==> src/inc/nfc_irq_consts.svh <==
// Register indices, field positions, reset values and nanosecond timing values of the interrupt block
`ifndef NFC_IRQ_CONSTS_SVH
`define NFC_IRQ_CONSTS_SVH
`define IDX_MASK_MAIN 6'h14
`define IDX_MASK_TIM 6'h15
`define IDX_MASK_ERR 6'h16
`define IDX_STAT_MAIN 6'h17
`define IDX_STAT_TIM 6'h18
`define IDX_STAT_ERR 6'h19
`define IDX_COMMAND 6'h20
`define CMD_SET_DEFAULT_BIT 0
`define MASK_RESET 8'h00
`define MASK_MAIN_USED 8'hFC
`define MAIN_OSC_BIT 7
`define MAIN_LEVEL_BIT 6
`define MAIN_RXS_BIT 5
`define MAIN_RXE_BIT 4
`define MAIN_TXE_BIT 3
`define MAIN_COL_BIT 2
`define MAIN_TIM_BIT 1
`define MAIN_ERR_BIT 0
`define TIM_DCT_BIT 7
`define TIM_CAC_BIT 2
`define TIM_CAT_BIT 1
`define ERR_CRC_BIT 7
`define ERR_WT_BIT 3
`define RESP_OKAY 2'b00
`define RESP_SLVERR 2'b10
`define CLK_PERIOD_NS 5
`define GUARD_TIME_NS 5000
`endif

==> src/inc/nfc_irq_pkg.sv <==
// Types shared by the interrupt mask and status block
package nfc_irq_pkg;
   typedef enum logic [2:0] {SEL_MMAIN, SEL_MTIM, SEL_MERR, SEL_SMAIN, SEL_STIM, SEL_SERR, SEL_CMD,
      SEL_NONE} reg_sel_t;
   typedef enum logic [1:0] {CA_IDLE, CA_LISTEN, CA_GUARD} ca_state_t;
endpackage

==> src/core/nfc_irq_core.sv <==
// Interrupt masks, clear-on-read event status, collision avoidance guard and AXI4-Lite slave
`timescale 1ns/1ps
`include "nfc_irq_consts.svh"
// What this block does
// RL1: Masks clear at power-up and set-default
// RL2: Main mask holds six source bits
// RL3: Timer/field mask holds eight source bits
// RL4: Error/wake-up mask holds eight source bits
// RL5: Stable started oscillator sets main bit 7
// RL6: Receive with FIFO nearly full sets bit 6
// RL7: Transmit with FIFO nearly empty sets bit 6
// RL8: Main status flags receive, transmit, collision
// RL9: Main bits 1,0 summarise secondary registers
// RL10: Main read clears all but summary bits
// RL11: Timer/field status follows its mask order
// RL12: Field during avoidance sets collision bit
// RL13: No field: field on, guard-time bit later
// RL14: Reading timer/field status clears it
// RL15: Interrupt while any unmasked status set
// RL16: Error/wake-up status feeds summary bit 0
module nfc_irq_core
   import nfc_irq_pkg::*;
#(
   parameter int ADDR_W = 8
) (
   input wire logic aclk,
   input wire logic aresetn,
   input wire logic awvalid,
   output logic awready,
   input wire logic [ADDR_W-1:0] awaddr,
   input wire logic [2:0] awprot,
   input wire logic wvalid,
   output logic wready,
   input wire logic [31:0] wdata,
   input wire logic [3:0] wstrb,
   output logic bvalid,
   input wire logic bready,
   output logic [1:0] bresp,
   input wire logic arvalid,
   output logic arready,
   input wire logic [ADDR_W-1:0] araddr,
   input wire logic [2:0] arprot,
   output logic rvalid,
   input wire logic rready,
   output logic [31:0] rdata,
   output logic [1:0] rresp,
   input wire logic osc_en,
   input wire logic osc_stable,
   input wire logic rx_active,
   input wire logic tx_active,
   input wire logic fifo_near_full,
   input wire logic fifo_near_empty,
   input wire logic rx_start,
   input wire logic rx_end,
   input wire logic tx_end,
   input wire logic bit_col,
   input wire logic cmd_done,
   input wire logic nrt_expire,
   input wire logic gpt_expire,
   input wire logic field_rise,
   input wire logic field_fall,
   input wire logic bitrate_found,
   input wire logic ca_start,
   input wire logic ca_end,
   input wire logic ext_field,
   input wire logic [7:0] err_evt,
   output logic field_on,
   output logic irq
);
   localparam int GUARD_CYC = (`GUARD_TIME_NS + `CLK_PERIOD_NS - 1) / `CLK_PERIOD_NS;
   localparam int GW = $clog2(GUARD_CYC + 1);

   logic aw_held_r, w_held_r, bvalid_r, rvalid_r, irq_r, field_on_r;
   logic [ADDR_W-1:0] awaddr_r;
   logic [31:0] wdata_r, rdata_r;
   logic [3:0] wstrb_r;
   logic [1:0] bresp_r, rresp_r;
   logic [7:0] mask_main_r, mask_tim_r, mask_err_r;
   logic [7:2] main_ev_r;
   logic [7:0] tim_r, err_r, main_view, tim_set;
   logic [7:2] main_set;
   logic osc_prev_r, lvl_prev_r, osc_ok, lvl_cond;
   logic wr_go, rd_go, set_default, pending, cac_set, cat_set;
   reg_sel_t sel_w, sel_r;
   ca_state_t ca_st_r;
   logic [GW-1:0] guard_cnt_r;

   function automatic reg_sel_t decode(input logic [ADDR_W-1:0] a);
      if (a[ADDR_W-1:2] == `IDX_MASK_MAIN) return SEL_MMAIN;
      else if (a[ADDR_W-1:2] == `IDX_MASK_TIM) return SEL_MTIM;
      else if (a[ADDR_W-1:2] == `IDX_MASK_ERR) return SEL_MERR;
      else if (a[ADDR_W-1:2] == `IDX_STAT_MAIN) return SEL_SMAIN;
      else if (a[ADDR_W-1:2] == `IDX_STAT_TIM) return SEL_STIM;
      else if (a[ADDR_W-1:2] == `IDX_STAT_ERR) return SEL_SERR;
      else if (a[ADDR_W-1:2] == `IDX_COMMAND) return SEL_CMD;
      else return SEL_NONE;
   endfunction

   // Write address and data are latched separately, so either may come first
   assign awready = !aw_held_r && !bvalid_r;
   assign wready = !w_held_r && !bvalid_r;
   assign arready = !rvalid_r;
   assign bvalid = bvalid_r;
   assign bresp = bresp_r;
   assign rvalid = rvalid_r;
   assign rdata = rdata_r;
   assign rresp = rresp_r;
   assign irq = irq_r;
   assign field_on = field_on_r;
   assign sel_w = decode(awaddr_r);
   assign sel_r = decode(araddr);
   assign wr_go = aw_held_r && w_held_r && !bvalid_r;
   assign rd_go = arvalid && arready;
   assign set_default = wr_go && wstrb_r[0] && sel_w == SEL_CMD && wdata_r[`CMD_SET_DEFAULT_BIT];

   always_ff @(posedge aclk) begin
      if (!aresetn) begin
         aw_held_r <= 1'b0;
         w_held_r <= 1'b0;
         awaddr_r <= '0;
         wdata_r <= 32'h0000_0000;
         wstrb_r <= 4'h0;
      end else begin
         if (awvalid && awready) begin
            aw_held_r <= 1'b1;
            awaddr_r <= awaddr;
         end else if (wr_go) begin
            aw_held_r <= 1'b0;
         end
         if (wvalid && wready) begin
            w_held_r <= 1'b1;
            wdata_r <= wdata;
            wstrb_r <= wstrb;
         end else if (wr_go) begin
            w_held_r <= 1'b0;
         end
      end
   end

   always_ff @(posedge aclk) begin
      if (!aresetn) begin
         bvalid_r <= 1'b0;
         bresp_r <= `RESP_OKAY;
      end else if (wr_go) begin
         bvalid_r <= 1'b1;
         bresp_r <= (sel_w == SEL_NONE) ? `RESP_SLVERR : `RESP_OKAY;
      end else if (bready) begin
         bvalid_r <= 1'b0;
      end
   end

   // Masks; unused main bits 1 and 0 are forced to zero on every write and read as zero
   always_ff @(posedge aclk) begin
      if (!aresetn || set_default) begin // [RL1]
         mask_main_r <= `MASK_RESET;
         mask_tim_r <= `MASK_RESET;
         mask_err_r <= `MASK_RESET;
      end else if (wr_go && wstrb_r[0]) begin
         if (sel_w == SEL_MMAIN) mask_main_r <= wdata_r[7:0] & `MASK_MAIN_USED; // [RL2]
         if (sel_w == SEL_MTIM) mask_tim_r <= wdata_r[7:0]; // [RL3]
         if (sel_w == SEL_MERR) mask_err_r <= wdata_r[7:0]; // [RL4]
      end
   end

   // Oscillator and FIFO-level events are taken on rising conditions so a held level flags once
   assign osc_ok = osc_en && osc_stable;
   assign lvl_cond = (rx_active && fifo_near_full) || (tx_active && fifo_near_empty); // [RL6] [RL7]
   always_ff @(posedge aclk) begin
      if (!aresetn) begin
         osc_prev_r <= 1'b0;
         lvl_prev_r <= 1'b0;
      end else begin
         osc_prev_r <= osc_ok;
         lvl_prev_r <= lvl_cond;
      end
   end

   assign main_set = {osc_ok && !osc_prev_r, lvl_cond && !lvl_prev_r, // [RL5]
      rx_start, rx_end, tx_end, bit_col}; // [RL8]
   assign tim_set = {cmd_done, nrt_expire, gpt_expire, field_rise, field_fall, cac_set, cat_set,
      bitrate_found}; // [RL11]
   assign main_view = {main_ev_r, |tim_r, |err_r}; // [RL9] [RL16]

   // Clear-on-read: an event arriving in the reading cycle survives
   always_ff @(posedge aclk) begin
      if (!aresetn || set_default) begin
         main_ev_r <= 6'h00;
         tim_r <= 8'h00;
         err_r <= 8'h00;
      end else begin
         main_ev_r <= ((rd_go && sel_r == SEL_SMAIN) ? 6'h00 : main_ev_r) | main_set; // [RL10]
         tim_r <= ((rd_go && sel_r == SEL_STIM) ? 8'h00 : tim_r) | tim_set; // [RL14]
         err_r <= ((rd_go && sel_r == SEL_SERR) ? 8'h00 : err_r) | err_evt; // [RL16]
      end
   end

   always_ff @(posedge aclk) begin
      if (!aresetn) begin
         rvalid_r <= 1'b0;
         rdata_r <= 32'h0000_0000;
         rresp_r <= `RESP_OKAY;
      end else if (rd_go) begin
         rvalid_r <= 1'b1;
         rresp_r <= (sel_r == SEL_NONE) ? `RESP_SLVERR : `RESP_OKAY;
         unique case (sel_r)
            SEL_MMAIN: rdata_r <= {24'h00_0000, mask_main_r};
            SEL_MTIM: rdata_r <= {24'h00_0000, mask_tim_r};
            SEL_MERR: rdata_r <= {24'h00_0000, mask_err_r};
            SEL_SMAIN: rdata_r <= {24'h00_0000, main_view};
            SEL_STIM: rdata_r <= {24'h00_0000, tim_r};
            SEL_SERR: rdata_r <= {24'h00_0000, err_r};
            SEL_CMD, SEL_NONE: rdata_r <= 32'h0000_0000;
         endcase
      end else if (rready) begin
         rvalid_r <= 1'b0;
      end
   end

   // Collision avoidance: listen for a foreign field, else raise ours and wait out the guard time
   assign cac_set = ca_st_r == CA_LISTEN && ext_field; // [RL12]
   assign cat_set = ca_st_r == CA_GUARD && guard_cnt_r == GW'(GUARD_CYC - 1); // [RL13]
   always_ff @(posedge aclk) begin
      if (!aresetn || set_default) begin
         ca_st_r <= CA_IDLE;
         field_on_r <= 1'b0;
         guard_cnt_r <= '0;
      end else begin
         unique case (ca_st_r)
            CA_IDLE: begin
               if (ca_start) begin
                  ca_st_r <= CA_LISTEN;
                  field_on_r <= 1'b0;
               end
            end
            CA_LISTEN: begin
               if (ext_field) begin
                  ca_st_r <= CA_IDLE;
               end else if (ca_end) begin
                  ca_st_r <= CA_GUARD; // [RL13]
                  field_on_r <= 1'b1;
                  guard_cnt_r <= '0;
               end
            end
            CA_GUARD: begin
               if (cat_set) ca_st_r <= CA_IDLE;
               else guard_cnt_r <= guard_cnt_r + GW'(1);
            end
         endcase
      end
   end

   // Summary bits are not masked themselves; their sources are
   assign pending = |(main_ev_r & ~mask_main_r[7:2]) || |(tim_r & ~mask_tim_r) || |(err_r & ~mask_err_r);
   always_ff @(posedge aclk) begin
      if (!aresetn) irq_r <= 1'b0;
      else irq_r <= pending; // [RL15]
   end
endmodule

==> config.mk <==
export PLATFORM = sky130hd
export DESIGN_NAME = nfc_irq_core
export DESIGN_NICKNAME = d
export VERILOG_FILES = /design/src/inc/nfc_irq_pkg.sv /design/src/core/nfc_irq_core.sv
export VERILOG_INCLUDE_DIRS = /design/src /design/src/inc
export SDC_FILE = /design/constraint.sdc
export NUM_CORES = 1
export LEC_CHECK = 0
export BUFFER_PORTS_ARGS = -buffer_cell sky130_fd_sc_hd__buf_2
export CORE_AREA = 2 2 100 102
export CTS_CLUSTER_SIZE = 16
export DETAILED_ROUTE_END_ITERATION = 10
export DIE_AREA = 0 0 102 104
export GPL_ROUTABILITY_DRIVEN = 1
export PLACE_DENSITY = 0.73
export SYNTH_ARGS = -nofsm -noshare
export SYNTH_HDL_FRONTEND = slang
export SYNTH_SLANG_ARGS = --single-unit
==> constraint.sdc <==
create_clock -name aclk -period 1.96 [get_ports aclk]
set_input_delay 0.392 -clock aclk [delete_from_list [all_inputs] [get_ports aclk]]
set_output_delay 0.392 -clock aclk [all_outputs]
set_load 0.05 [all_outputs]
* Yosys cells after proc, flatten, opt, wreduce, memory -nomap -nowiden *
Index checks and enable logic that the tools add are counted.

storage, ports and cells
  bits in registers = 117
  logic and storage cells = 158
  output and inout bits = 43
  input port bits = 92

operators by class
  reduce and logical (&&, ||, !) cells = 52
  add/subtract/negate cells = 1
  bitwise logic cells = 9
  eq/ne operators = 34
  muxes and demuxes = 40

operator list
  cell                   number
  $pmux 32 s7            1
  $eq 6x5->1 const B     12
  $reduce_or 8->1        4
  $mux 10                3
  $mux 3                 8
  $logic_and 1x1->1      20
  $mux 2                 10
  $pmux 10 s2            1
  $eq 3x3->1 const B     6
  $and 8x8->8            2
  $mux 8                 2
  $not 8->8              2
  $or 8x8->8             2
  $eq 6x6->1 const B     2
  $mux 1                 12
  $reduce_bool 2->1      6
  $add 10x1->10 const B  1
  $eq 10x10->1 const B   1
  $ne 2x2->1 const B     5
  $eq 3x2->1 const B     3
  $reduce_and 4->1       2
  $logic_not 1->1        7
  $and 6x6->6            1
  $eq 3x1->1 const B     2
  other kinds (15)       21

* Logic depth before layout (Yosys ltp) *
Gate-level depths: netlist (run 1).

  depth in word-level cells = 12
  mapped depth = 7

* Worst setup path before layout (run 1) *
OpenSTA, ideal clock, no wires.

  path kind = register to register
  start = register bvalid_r, in the netlist bvalid
  end = register awaddr_r[2]
  buffers on the path = 1
  library setup time = 0.128 ns
  clock period less this slack = 2.175 ns
  path slack = -0.215 ns
  data arrival time = 2.047 ns
  stages on the path, launching flop included = 6
  required time = 1.832 ns
  cell sequence = dfxtp_1 > nor2_1 > and2_1 > clkbuf_1 > mux2i_1 > nor2_1

on the way
  cells in the longest elaborated chain, start to end = 3

RTL lines
  item                    RTL line             text
  from (decl)             nfc_irq_core.sv:73   logic aw_held_r, w_held_r, bvalid_r, rvalid_r, irq_r, field_on_r;
  from (signal assigned)  nfc_irq_core.sv:142  bvalid_r <= 1'b0;
  from (signal assigned)  nfc_irq_core.sv:145  bvalid_r <= 1'b1;
  from (signal assigned)  nfc_irq_core.sv:148  bvalid_r <= 1'b0;
  $logic_not 1->1         nfc_irq_core.sv:100  assign awready = !aw_held_r && !bvalid_r;
  $logic_and 1x1->1       nfc_irq_core.sv:100
  net awready             nfc_irq_core.sv:29   output logic awready,
  $logic_and 1x1->1       nfc_irq_core.sv:124  if (awvalid && awready) begin
  to (signal assigned)    nfc_irq_core.sv:126  awaddr_r <= awaddr;
  to (decl)               nfc_irq_core.sv:74   logic [ADDR_W-1:0] awaddr_r;

The timed path passes the listed nets, and every way through them passes these cells.
A chain may end at the register's enable or synchronous reset.

* Worst setup path in the final report (run 1) *
  start = register awaddr_r[6]
  end = register mask_main_r[2]

on the way
  cells in the longest elaborated chain, start to end = 12
  elaborated cells between the ends (all ways) = 20
  classes of those cells = 8 x eq/ne; 7 x mux; 5 x reduce/logical

RTL lines
  item                             RTL line             text
  $eq 6x6->1 (no source line)      n/a
  $mux 1                           nfc_irq_core.sv:95   else if (a[ADDR_W-1:2] == `IDX_COMMAND) return SEL_CMD;
  $mux 2                           nfc_irq_core.sv:94   else if (a[ADDR_W-1:2] == `IDX_STAT_ERR) return SEL_SERR;
  $mux 2                           nfc_irq_core.sv:93   else if (a[ADDR_W-1:2] == `IDX_STAT_TIM) return SEL_STIM;
  $mux 3                           nfc_irq_core.sv:92   else if (a[ADDR_W-1:2] == `IDX_STAT_MAIN) return SEL_SMAIN;
  $mux 3                           nfc_irq_core.sv:91   else if (a[ADDR_W-1:2] == `IDX_MASK_ERR) return SEL_MERR;
  $mux 3                           nfc_irq_core.sv:90   else if (a[ADDR_W-1:2] == `IDX_MASK_TIM) return SEL_MTIM;
  $mux 3 *                         nfc_irq_core.sv:89   if (a[ADDR_W-1:2] == `IDX_MASK_MAIN) return SEL_MMAIN;
  $eq 3x3->1                       nfc_irq_core.sv:114  assign set_default = wr_go && wstrb_r[0] && sel_w == SEL_CMD && wdata_r[`CMD_SET_DEFAULT_BIT];
  $logic_and 1x1->1 (2 in series)  nfc_irq_core.sv:114
  $logic_or 1x1->1                 nfc_irq_core.sv:154  if (!aresetn || set_default) begin
  to (signal assigned)             nfc_irq_core.sv:155  mask_main_r <= `MASK_RESET;
  to (signal assigned)             nfc_irq_core.sv:159  if (sel_w == SEL_MMAIN) mask_main_r <= wdata_r[7:0] & `MASK_MAIN_USED;
  to (decl)                        nfc_irq_core.sv:78   logic [7:0] mask_main_r, mask_tim_r, mask_err_r;

Every way passes the cells marked *; elsewhere a longest branch is shown, timed or not.

==> impl_results.md, run 1 <==
* Status: finished, violations left
* Violated checks: negative setup slack
* Reg-to-reg endpoint: mask_main_r[2]
* Gr usage total at 0.212
* Seq cells post-synth at 89
* Total power at 3.74 mW
* Hold path depth at 3
* Most common cell after layout, fill and taps aside: dfxtp_1
* Io pins at 135
* CP max FO at 20
* Fmax at 498 MHz
* Via count at 3,978
* WL per Instance at 15.3 um
* CTS tree: yes
* Critical path class: reg2reg
* DR WL met2 at 5320 um
* DRC Markers at 0
* Setup TNS at -1300 ps
* Reg clk slew, reported paths at 80 ps
* P_leak at 2.12 nW
* Period Utilization, post-route at 1.02
* Nets@finish at 690
* Pwr per Cell Area at 738 nW/um^2
* Layout cells sized above 1 at 0.216
* Synth warnings at 0
* Worst EP required at 2210 ps
* Initial Utilization at 0.452
* Routability cong. at 0.921
* Fillers at 926
* Tmin final at 2010 ps
* Final-report hold violation count at 0
* Post-DRT Antenna Nets at 0
* R2R depth at 5
* Post-DP HPWL at 8300 um
* Worst IR Drop VDD at 0.000399 V
* Largest net degree at the start of global routing at 42
* Vias in the first global route at 3,722
* Hold_buf cts at 0
* Clk_lat worst skew at 360 ps
* Main synth FF type: dfxtp_1
* Num CTS Buffers at 9
* Bufs and invs on worst path at 1
* Die ar. at 10,600 um^2
* Placed insts at 715
* Met3 WL post-DR at 633 um
* Row Count at 36
* Post-synthesis simple-gate area fraction at 0.222
* Crit path DAT at 2260 ps
* M1 WL at 4840 um
* Diode count at 0
* Worst path slowest cell: or4b_4
* Syn_area_per_cell at 8.55 um^2
* Slew @ Worst Pin at 615 ps
* Crit. End Element: register
* Setup ws final at -47.1 ps
* Number of buffers added for setup after CTS at 0
* Reg-to-reg critical path startpoint: awaddr_r[6]
* Layout area overhead at 17.3%
* Compound-cell area share of the yosys netlist at 0.199
* Post-synthesis sequential area ratio at 0.413
* CP Launch Type: register
* R2R setup slack at -50 ps
* Wirelength, routed at 11,200 um
* Overflow after GRT at 0
* Drt first pass iters at 5
* Main combinational cell family by area after synthesis: simple AND/OR/NAND/NOR gates
* Setup violators final at 41
* Crit-path leading delay family: compound AO/OA/AOI/OAI gates
* CP peak stage delay at 550 ps
* Storage cell area at 1780 um^2
* Clock Path Buffers at 2
* Max_slew headroom at 0.589
* DR top layer: met4
* Min-Delay Endpoint: main_ev_r[3]
* Core area at 9550 um^2
* TritonCTS Sinks at 89
* Chip height at 104 um
* Initial antenna violation count at 0
* Number of synthesized flops with an enable pin at 0
* Final Max Slew Viols at 0
* DRT iter0 DRCs at 185
* Die width at 102 um
* Most frequent cells in the layout: dfxtp_1, buf_2, nor2_1
* Clock root buffer: clkbuf_8
* Max-cap viol count at 0
* Avg Vias per Cell at 5.44
* Adder-cell share of the synthesized area at 0.0116
* RSZ-0062 raised after global routing: true
* H-tree Lvls at 3
* Post-synth ARST share at 0
* Mapped cell area at 4320 um^2
* Cell Count, Final, Fillers Out at 731
* Min-delay worst type: in2reg
* Synth unique cells at 58
* Post-synthesis mux area share at 0.0510
* Port bufs at 71
* XOR/XNOR Fraction of Synth Area at 0.0101
* First-pass GRT wire length at 17,900 um
* Area occupied by multi-input gates at 2240 um^2
* Crit-path cells: or4b_4, a2111o_1, o21ai_4, clkbuf_16, nor2_1
* Cells after Synth at 505
* Clock skew at 7.63 ps
* Hold wc startpoint: tx_end
==> worst max path at each step <==
stage | end | slack [ps] | start | cells after the start
2_1_floorplan | mask_tim_r[0] | 40 | bvalid | 5
4_1_cts | field_on | -30 | awaddr_r[6] | 5
5_1_grt | guard_cnt_r[0] | -90 | awaddr_r[6] | 5
6_report | mask_main_r[2] | -50 | awaddr_r[6] | 5
3_3_place_gp | field_on | 30 | awaddr_r[6] | 5
3_5_place_dp | field_on | -20 | awaddr_r[6] | 5
==> final cells by class <==
type	instances	area share
inverters	26	0.0193
well taps	133	0.0329
flip-flops and latches	89	0.352
multi-input cells	369	0.442
clock buffers	12	0.0326
repair buffers	99	0.118
clock inverters	3	0.00296
==> state kept, by name (all words and copies together) (netlist names) <==
register and cells:
aw_held_r 1, awaddr_r 6, bresp 1, bvalid 1
ca_st_r 2, err_r 8, field_on 1, guard_cnt_r 10
irq 1, lvl_prev_r 1, main_ev_r 6, mask_err_r 8
mask_main_r 6, mask_tim_r 8, osc_prev_r 1, rdata 8
rresp 1, rvalid 1, tim_r 8, w_held_r 1
wdata_r 8, wstrb_r 1
==> power breakdown <==
group	leakage (nW)	internal, mW	switching, mW	total [mW]
clock	0.0980	0.552	0.621	1.17
sequential	0.729	1.88	0.0758	1.96
combinational	1.29	0.199	0.411	0.610
total	2.12	2.63	1.11	3.74
==> Yosys cell counts, types with 2 or more instances <==
master / count / area (um^2)
and2_1: 2 / 12.5
o22ai_1: 7 / 43.8
o21ai_0: 21 / 105
or4b_2: 2 / 20.0
nor2_1: 59 / 221
buf_1: 2 / 7.51
nor3b_1: 2 / 15.0
a22oi_1: 10 / 75.1
nand2b_1: 14 / 87.6
nor3_1: 12 / 60.1
nor2b_1: 5 / 31.3
nand2_1: 36 / 135
ha_1: 4 / 50.1
inv_1: 25 / 93.8
a211oi_1: 2 / 15.0
o31ai_1: 6 / 45.0
and3b_1: 2 / 17.5
xor2_1: 5 / 43.8
and4_1: 7 / 61.3
nor4_1: 9 / 56.3
o2111ai_1: 5 / 43.8
mux2i_1: 22 / 220
buf_6: 4 / 45.0
dfxtp_1: 89 / 1780
buf_4: 26 / 195
clkbuf_1: 14 / 52.6
a2111oi_0: 8 / 70.1
a31oi_1: 3 / 18.8
or3_1: 3 / 18.8
nand3_1: 3 / 15.0
o2bb2ai_1: 5 / 43.8
nand3b_1: 3 / 22.5
o31a_1: 2 / 17.5
or4_1: 2 / 15.0
nand4_1: 3 / 18.8
and3_1: 7 / 43.8
a311oi_1: 2 / 17.5
a21oi_1: 44 / 220
a21oi_2: 2 / 17.5
a22o_1: 8 / 70.1
==> cells by family after synthesis <==
group | count (synthesis)
simple gates | 180
compound gates | 132
flops | 89
buf+inv | 72
mux | 22
xor+xnor | 5
fa+ha+maj | 4
other cells | 1
==> layer usage <==
layer,track usage,vias up
met1,0.266,1853
met2,0.343,154
met4,0.0962,0
met5,0,-
li1,-,1940
met3,0.0497,31
==> metrics by stage <==
step / utilization / setup WS, ps / instance area, um^2 / hold WS, ps
2_1_floorplan: - / 42.9 / 4410 / 440
3_3_place_gp: 0.508 / 26.2 / 4850 / 445
3_5_place_dp: 0.508 / -21.4 / 4850 / 447
4_1_cts: 0.527 / -31.0 / 5030 / 227
5_1_grt: 0.530 / -92.1 / 5060 / 231
6_report: 0.530 / -47.1 / 5060 / 241
==> tightest hold or removal path: stages <==
cell,delay (ps)
buf_2,80
a21oi_1,30
nor2_1,60
==> repair_timing <==
item | in CTS | in global routing
endpoints found under the hold margin | 0 | 0
gates resized for setup | 1 | 1
pin swaps | 5 | 0
cloned | 0 | 1
setup endpoints to repair | 38 | 50
Power figures use the tool's default switching activity.
==> inputs of run 2 (changes only) <==
- SETUP_SLACK_MARGIN: not set -> 0.02
==> run 2 against run 1 <==
Compared with the run above:
- the flow still finishes with violations (negative setup slack)
- global-route usage unchanged
- sequential power is essentially flat
- clock-buffer cell count did not move
- via count decreased by 0.20%
- first-iteration DRC count grew 25%
- design area unchanged
- final cell count unchanged
- critical path type unchanged
- highest routed layer unchanged
==> impl_results.md, run 2 (synthesis results as in run 1) <==
* Status: finished, violations left
* Violated checks: negative setup slack
* Overflow after GRT at 0 (unchanged)
* Diode count at 0 (unchanged)
* Post-DRT Antenna Nets at 0 (unchanged)
* Most flops, register: guard_cnt_r
* DRT iter0 DRCs at 232 (+25%)
* Initial Utilization at 0.452 (unchanged)
* Die ar. at 10,600 um^2 (unchanged)
* Crit-path leading delay family: compound AO/OA/AOI/OAI gates
* Die width at 102 um (unchanged)
* Placed insts at 715 (unchanged)
* Crit. End Element: register
* Port bufs at 71 (unchanged)
* Critical path class: reg2reg
* Initial antenna violation count at 0 (unchanged)
* Clock root buffer: clkbuf_8
* TritonCTS Sinks at 89 (unchanged)
* Setup violators final at 41 (unchanged)
* Reg clk slew, reported paths at 80 ps (about the same)
* Largest net degree at the start of global routing at 42 (unchanged)
* Clock skew at 7.98 ps (+0.346 ps)
* Hold_buf cts at 0 (unchanged)
* Period Utilization, post-route at 1.02 (-0.00311)
* Row Count at 36 (unchanged)
* Util after Layout at 0.530 (unchanged)
* Chip height at 104 um (unchanged)
* Num CTS Buffers at 9 (unchanged)
* Most common cell after layout, fill and taps aside: dfxtp_1
* Post-DP HPWL at 8300 um (unchanged)
* Cell Count, Final, Fillers Out at 731 (unchanged)
* CP peak stage delay at 550 ps (about the same)
* Tmin final at 2000 ps (-6.09 ps)
* Gr usage total at 0.212 (unchanged)
* Via count at 3,970 (-0.20%)
* Setup ws final at -41.0 ps (+6.09 ps)
* Setup TNS at -1100 ps (+205 ps)
* Min-delay worst type: in2reg
* Bufs and invs on worst path at 1 (unchanged)
* CP max FO at 20 (unchanged)
* Nets@finish at 690 (unchanged)
* Core area at 9550 um^2 (unchanged)
* Place WS at -21.4 ps (unchanged)
* P_leak at 2.12 nW (about the same)
* Crit-path cells: or4b_4, a2111o_1, o21ai_4, clkbuf_16, nor2_1
* First-pass GRT wire length at 17,900 um (unchanged)
* Clock Path Buffers at 2 (unchanged)
* Avg Vias per Cell at 5.43 (-0.20%)
* Slew @ Worst Pin at 610 ps (-5.67 ps)
* WL per Instance at 15.2 um (-0.47%)
* Drt first pass iters at 5 (unchanged)
* Final-report hold violation count at 0 (unchanged)
* Crit path DAT at 2250 ps (about the same)
* Largest register FFs at 10 (unchanged)
* Worst path slowest cell: or4b_4
* Wirelength, routed at 11,100 um (-0.47%)
* Max_slew headroom at 0.593 (+0.00379)
* Layout cells sized above 1 at 0.216 (unchanged)
* CP Launch Type: register
* Final Max Slew Viols at 0 (unchanged)
* Clk_lat worst skew at 360 ps (about the same)
* Max-cap viol count at 0 (unchanged)
* H-tree Lvls at 3 (unchanged)
* Layout area overhead at 17.3% (unchanged)
* Worst IR Drop VDD at 0.000399 V (about the same)
* Vias in the first global route at 3,722 (unchanged)
* CTS tree: yes
* Io pins at 135 (unchanged)
* Worst EP required at 2210 ps (about the same)
* Most frequent cells in the layout: dfxtp_1, buf_2, nor2_1
* Pwr per Cell Area at 738 nW/um^2 (about the same)
* RSZ-0062 raised after global routing: true
* Fmax at 500 MHz (+0.30%)
* Total power at 3.74 mW (about the same)
* DRC Markers at 0 (unchanged)
* Routability cong. at 0.921 (unchanged)
run 2: cell counts in the layout (fill, tap and decap cells not counted):
Identical to the previous run, type by type.
run 2: worst min-delay path, cell delays in order:
cell and delay (ps):
buf_2 80, a21oi_1 30, nor2_1 60
run 2: per-layer routing:
| metal | track usage | up-vias | wire length (um) |
|---|---|---|---|
| met4 | 0.0962 | 0 | 400 |
| met2 | 0.343 | 141 | 5280 |
| met5 | 0 | - | 0 |
| li1 | - | 1944 | - |
| met3 | 0.0497 | 31 | 622 |
| met1 | 0.266 | 1854 | 4830 |
run 2: path summary, 6_finish.rpt:
kind	start	endpoint	slack, ps	cells past startpoint
max	awaddr_r[6]	mask_main_r[2]	-40	5
max reg2reg	awaddr_r[6]	mask_main_r[2]	-40	5
min reg2reg	rresp[1]	rresp[1]	460	2
min	tx_end	main_ev_r[3]	240	3
run 2: timing repair:
action	CTS	global route
setup buffers	0	0
pin swaps	6	0
endpoints found under the setup margin	41	50
gates resized for setup	1	1
cloned	0	1
run 2: through the flow:
stage / cell area [um^2] / hold WS (ps)
floorplan: 4410 / 440
global placement: 4850 / 445
detailed placement: 4850 / 447
CTS: 5030 / 227
global route: 5060 / 231
finish: 5060 / 240
run 2: area by class of cell:
class | instances | area (um^2)
fillers | 926 | 4480
multi-input cells | 369 | 2240
flip-flops and latches | 89 | 1780
repair buffers | 99 | 596
well taps | 133 | 166
clock buffers | 12 | 165
inverters | 26 | 97.6
clock inverters | 3 | 15.0
run 2: power by group:
group / internal [mW] / switching (mW) / total (mW)
logic: 0.199 / 0.410 / 0.610
registers: 1.88 / 0.0750 / 1.96
clock network: 0.552 / 0.620 / 1.17
total: 2.63 / 1.11 / 3.74
==> inputs of run 3 (changes only) <==
==> constraint.sdc (replaced) <==
create_clock -name aclk -period 1.96 [get_ports aclk]
set_input_delay 0.392 -clock aclk [delete_from_list [all_inputs] [get_ports aclk]]
set_output_delay 0.392 -clock aclk [all_outputs]
set_load 0.01 [all_outputs]
==> run 3 against run 2 <==
Compared with the run above:
- the run still ends with negative setup slack left
- maximum frequency is 1.4% higher
- clock power is 17% higher
- hold slack worse by 7.7 ps
- utilization is 0.079 points lower
- design area is 0.15% lower
- sequential share of layout area hardly changed
==> impl_results.md, run 3 (synthesis results as in run 1) <==
* Routability cong. at 0.902 (-2.1%)
* Min-delay worst type: in2reg
* Vias in the first global route at 3,779 (+1.5%)
* Clk_lat worst skew at 360 ps (about the same)
* Drt first pass iters at 5 (unchanged)
* Worst hold slack at 233 ps (-7.70 ps)
* Crit path to: err_r[4]
* Num CTS Buffers at 9 (unchanged)
* Placed insts at 714 (-0.14%)
* RSZ-0062 raised after global routing: true
* CP startpoint: awaddr_r[6]
* Max_slew headroom at 0.542 (-0.0504)
* Gr usage total at 0.211 (-0.00127)
* Layout area overhead at 17.2%
* Hold_buf cts at 0 (unchanged)
* H-tree Lvls at 3 (unchanged)
* R2R depth at 5 (unchanged)
* Fillers at 924 (-0.22%)
* Chip height at 104 um (unchanged)
* Setup violators final at 15 (-63%)
* Post-DP HPWL at 8120 um (-2.2%)
* Worst EP required at 2210 ps (about the same)
* TritonCTS Sinks at 89 (unchanged)
* Post-CTS sizing at 0 (-1)
* Total power at 3.79 mW (+1.4%)
* WL per Instance at 14.9 um (-2.4%)
* Setup ws final at -13.1 ps (+28.0 ps)
* Io pins at 135 (unchanged)
* Layout cells sized above 1 at 0.211 (-0.00466)
* Initial Utilization at 0.452 (unchanged)
* Pwr per Cell Area at 749 nW/um^2 (+1.6%)
* DRT iter0 DRCs at 203 (-13%)
* Die width at 102 um (unchanged)
* Critical path depth at 5 (unchanged)
* Cell Count, Final, Fillers Out at 730 (-0.14%)
* Tmin final at 1970 ps (-28.0 ps)
* Most common cell after layout, fill and taps aside: dfxtp_1
* Setup TNS at -112 ps (+985 ps)
* DP Area at 4840 um^2 (-0.23%)
* Worst IR Drop VDD at 0.000400 V (+0.19%)
* Diode count at 0 (unchanged)
* Status: finished, violations left
* Final-report hold violation count at 0 (unchanged)
* Crit-path leading delay family: compound AO/OA/AOI/OAI gates
* DRC Markers at 0 (unchanged)
* Nets@finish at 688 (-0.29%)
* Max-cap viol count at 0 (unchanged)
* Initial antenna violation count at 0 (unchanged)
* P_leak at 2.10 nW (-0.71%)
* Worst path slowest cell: or4b_4
* Crit. End Element: register
* Violated checks: negative setup slack
* CP max FO at 41 (+110%)
* Bufs and invs on worst path at 1 (unchanged)
* Row Count at 36 (unchanged)
* Clock root buffer: clkbuf_8
* Largest register FFs at 10 (unchanged)
* Clock Path Buffers at 2 (unchanged)
* Final Max Slew Viols at 0 (unchanged)
* Avg Vias per Cell at 5.38 (-0.97%)
* CP peak stage delay at 550 ps (about the same)
* Wirelength, routed at 10,800 um (-2.5%)
* Most frequent cells in the layout: dfxtp_1, buf_2, nor2_1
* Slew @ Worst Pin at 669 ps (+59.6 ps)
* R2R setup slack at -10 ps (+30 ps)
* Via count at 3,926 (-1.1%)
* CTS tree: yes
* Critical path class: reg2reg
* Crit-path cells: or4b_4, a2111o_1, o21ai_2, buf_12, nor2_1
* Overflow after GRT at 0 (unchanged)
* Port bufs at 71 (unchanged)
* Reg-to-reg critical path startpoint: awaddr_r[6]
* Reg clk slew, reported paths at 90 ps (about the same)
* First-pass GRT wire length at 17,900 um (+0.11%)
* CP Launch Type: register
* Number of buffers added for setup after CTS at 0 (unchanged)
* Die ar. at 10,600 um^2 (unchanged)
* Largest net degree at the start of global routing at 42 (unchanged)
* Reg-to-reg endpoint: err_r[4]
* Period Utilization, post-route at 1.01 (-0.0143)
* Fmax at 507 MHz (+1.4%)
* Crit path DAT at 2220 ps (-30 ps)
* Post-DRT Antenna Nets at 0 (unchanged)
* Clock skew at 8.97 ps (+0.992 ps)
* Most flops, register: guard_cnt_r
* Cell area after layout at 5060 um^2 (-0.15%)
* Core area at 9550 um^2 (unchanged)
-- run 3: tightest hold or removal path: cells and delay by family --
kind	cells	cell delay [ps]
AOI/OAI and AO/OA	1	30
buffers and inverters	1	80
and+or+nand+nor	1	60
-- run 3: cell type report --
cell class / instances / area, um^2 / share of cell area
Clock buffer: 11 / 131 / 0.0260
Clock inverter: 5 / 80.1 / 0.0158
Inverter: 26 / 97.6 / 0.0193
Multi-Input combinational cell: 369 / 2240 / 0.442
Sequential cell: 89 / 1780 / 0.353
Tap cell: 133 / 166 / 0.0329
Timing Repair Buffer: 97 / 563 / 0.111
-- run 3: power breakdown --
group / total, mW / internal (mW) / leakage, nW / switching (mW)
logic: 0.465 / 0.193 / 1.27 / 0.272
clock network: 1.37 / 0.717 / 0.0995 / 0.653
registers: 1.95 / 1.88 / 0.729 / 0.0737
total: 3.79 / 2.79 / 2.10 / 0.999
-- run 3: worst min path at each step --
| stage | end | slack (ps) | start | cells after the start |
|---|---|---|---|---|
| after floorplan | wstrb_r[0] | 440 | wstrb_r[0] | 2 |
| after global placement | rresp[1] | 450 | rresp[1] | 2 |
| after detailed placement | rresp[1] | 450 | rresp[1] | 2 |
| after CTS | main_ev_r[5] | 230 | rx_start | 3 |
| after global routing | main_ev_r[5] | 230 | rx_start | 3 |
| final | main_ev_r[2] | 230 | bit_col | 3 |
-- run 3: layer usage --
metal | GRT usage | vias up | share of wire
li1 | - | 1951 | -
met3 | 0.0497 | 35 | 0.062
met2 | 0.338 | 157 | 0.46
met5 | 0 | - | 0
met1 | 0.268 | 1783 | 0.44
met4 | 0.0914 | 0 | 0.035
-- run 3: stage by stage --
stage	util	setup slack (ps)
floorplan	-	43.7
CTS	0.529	-15.9
detailed placement	0.507	2.31
global placement	0.507	2.54
global route	0.530	-72.3
finish	0.530	-13.1
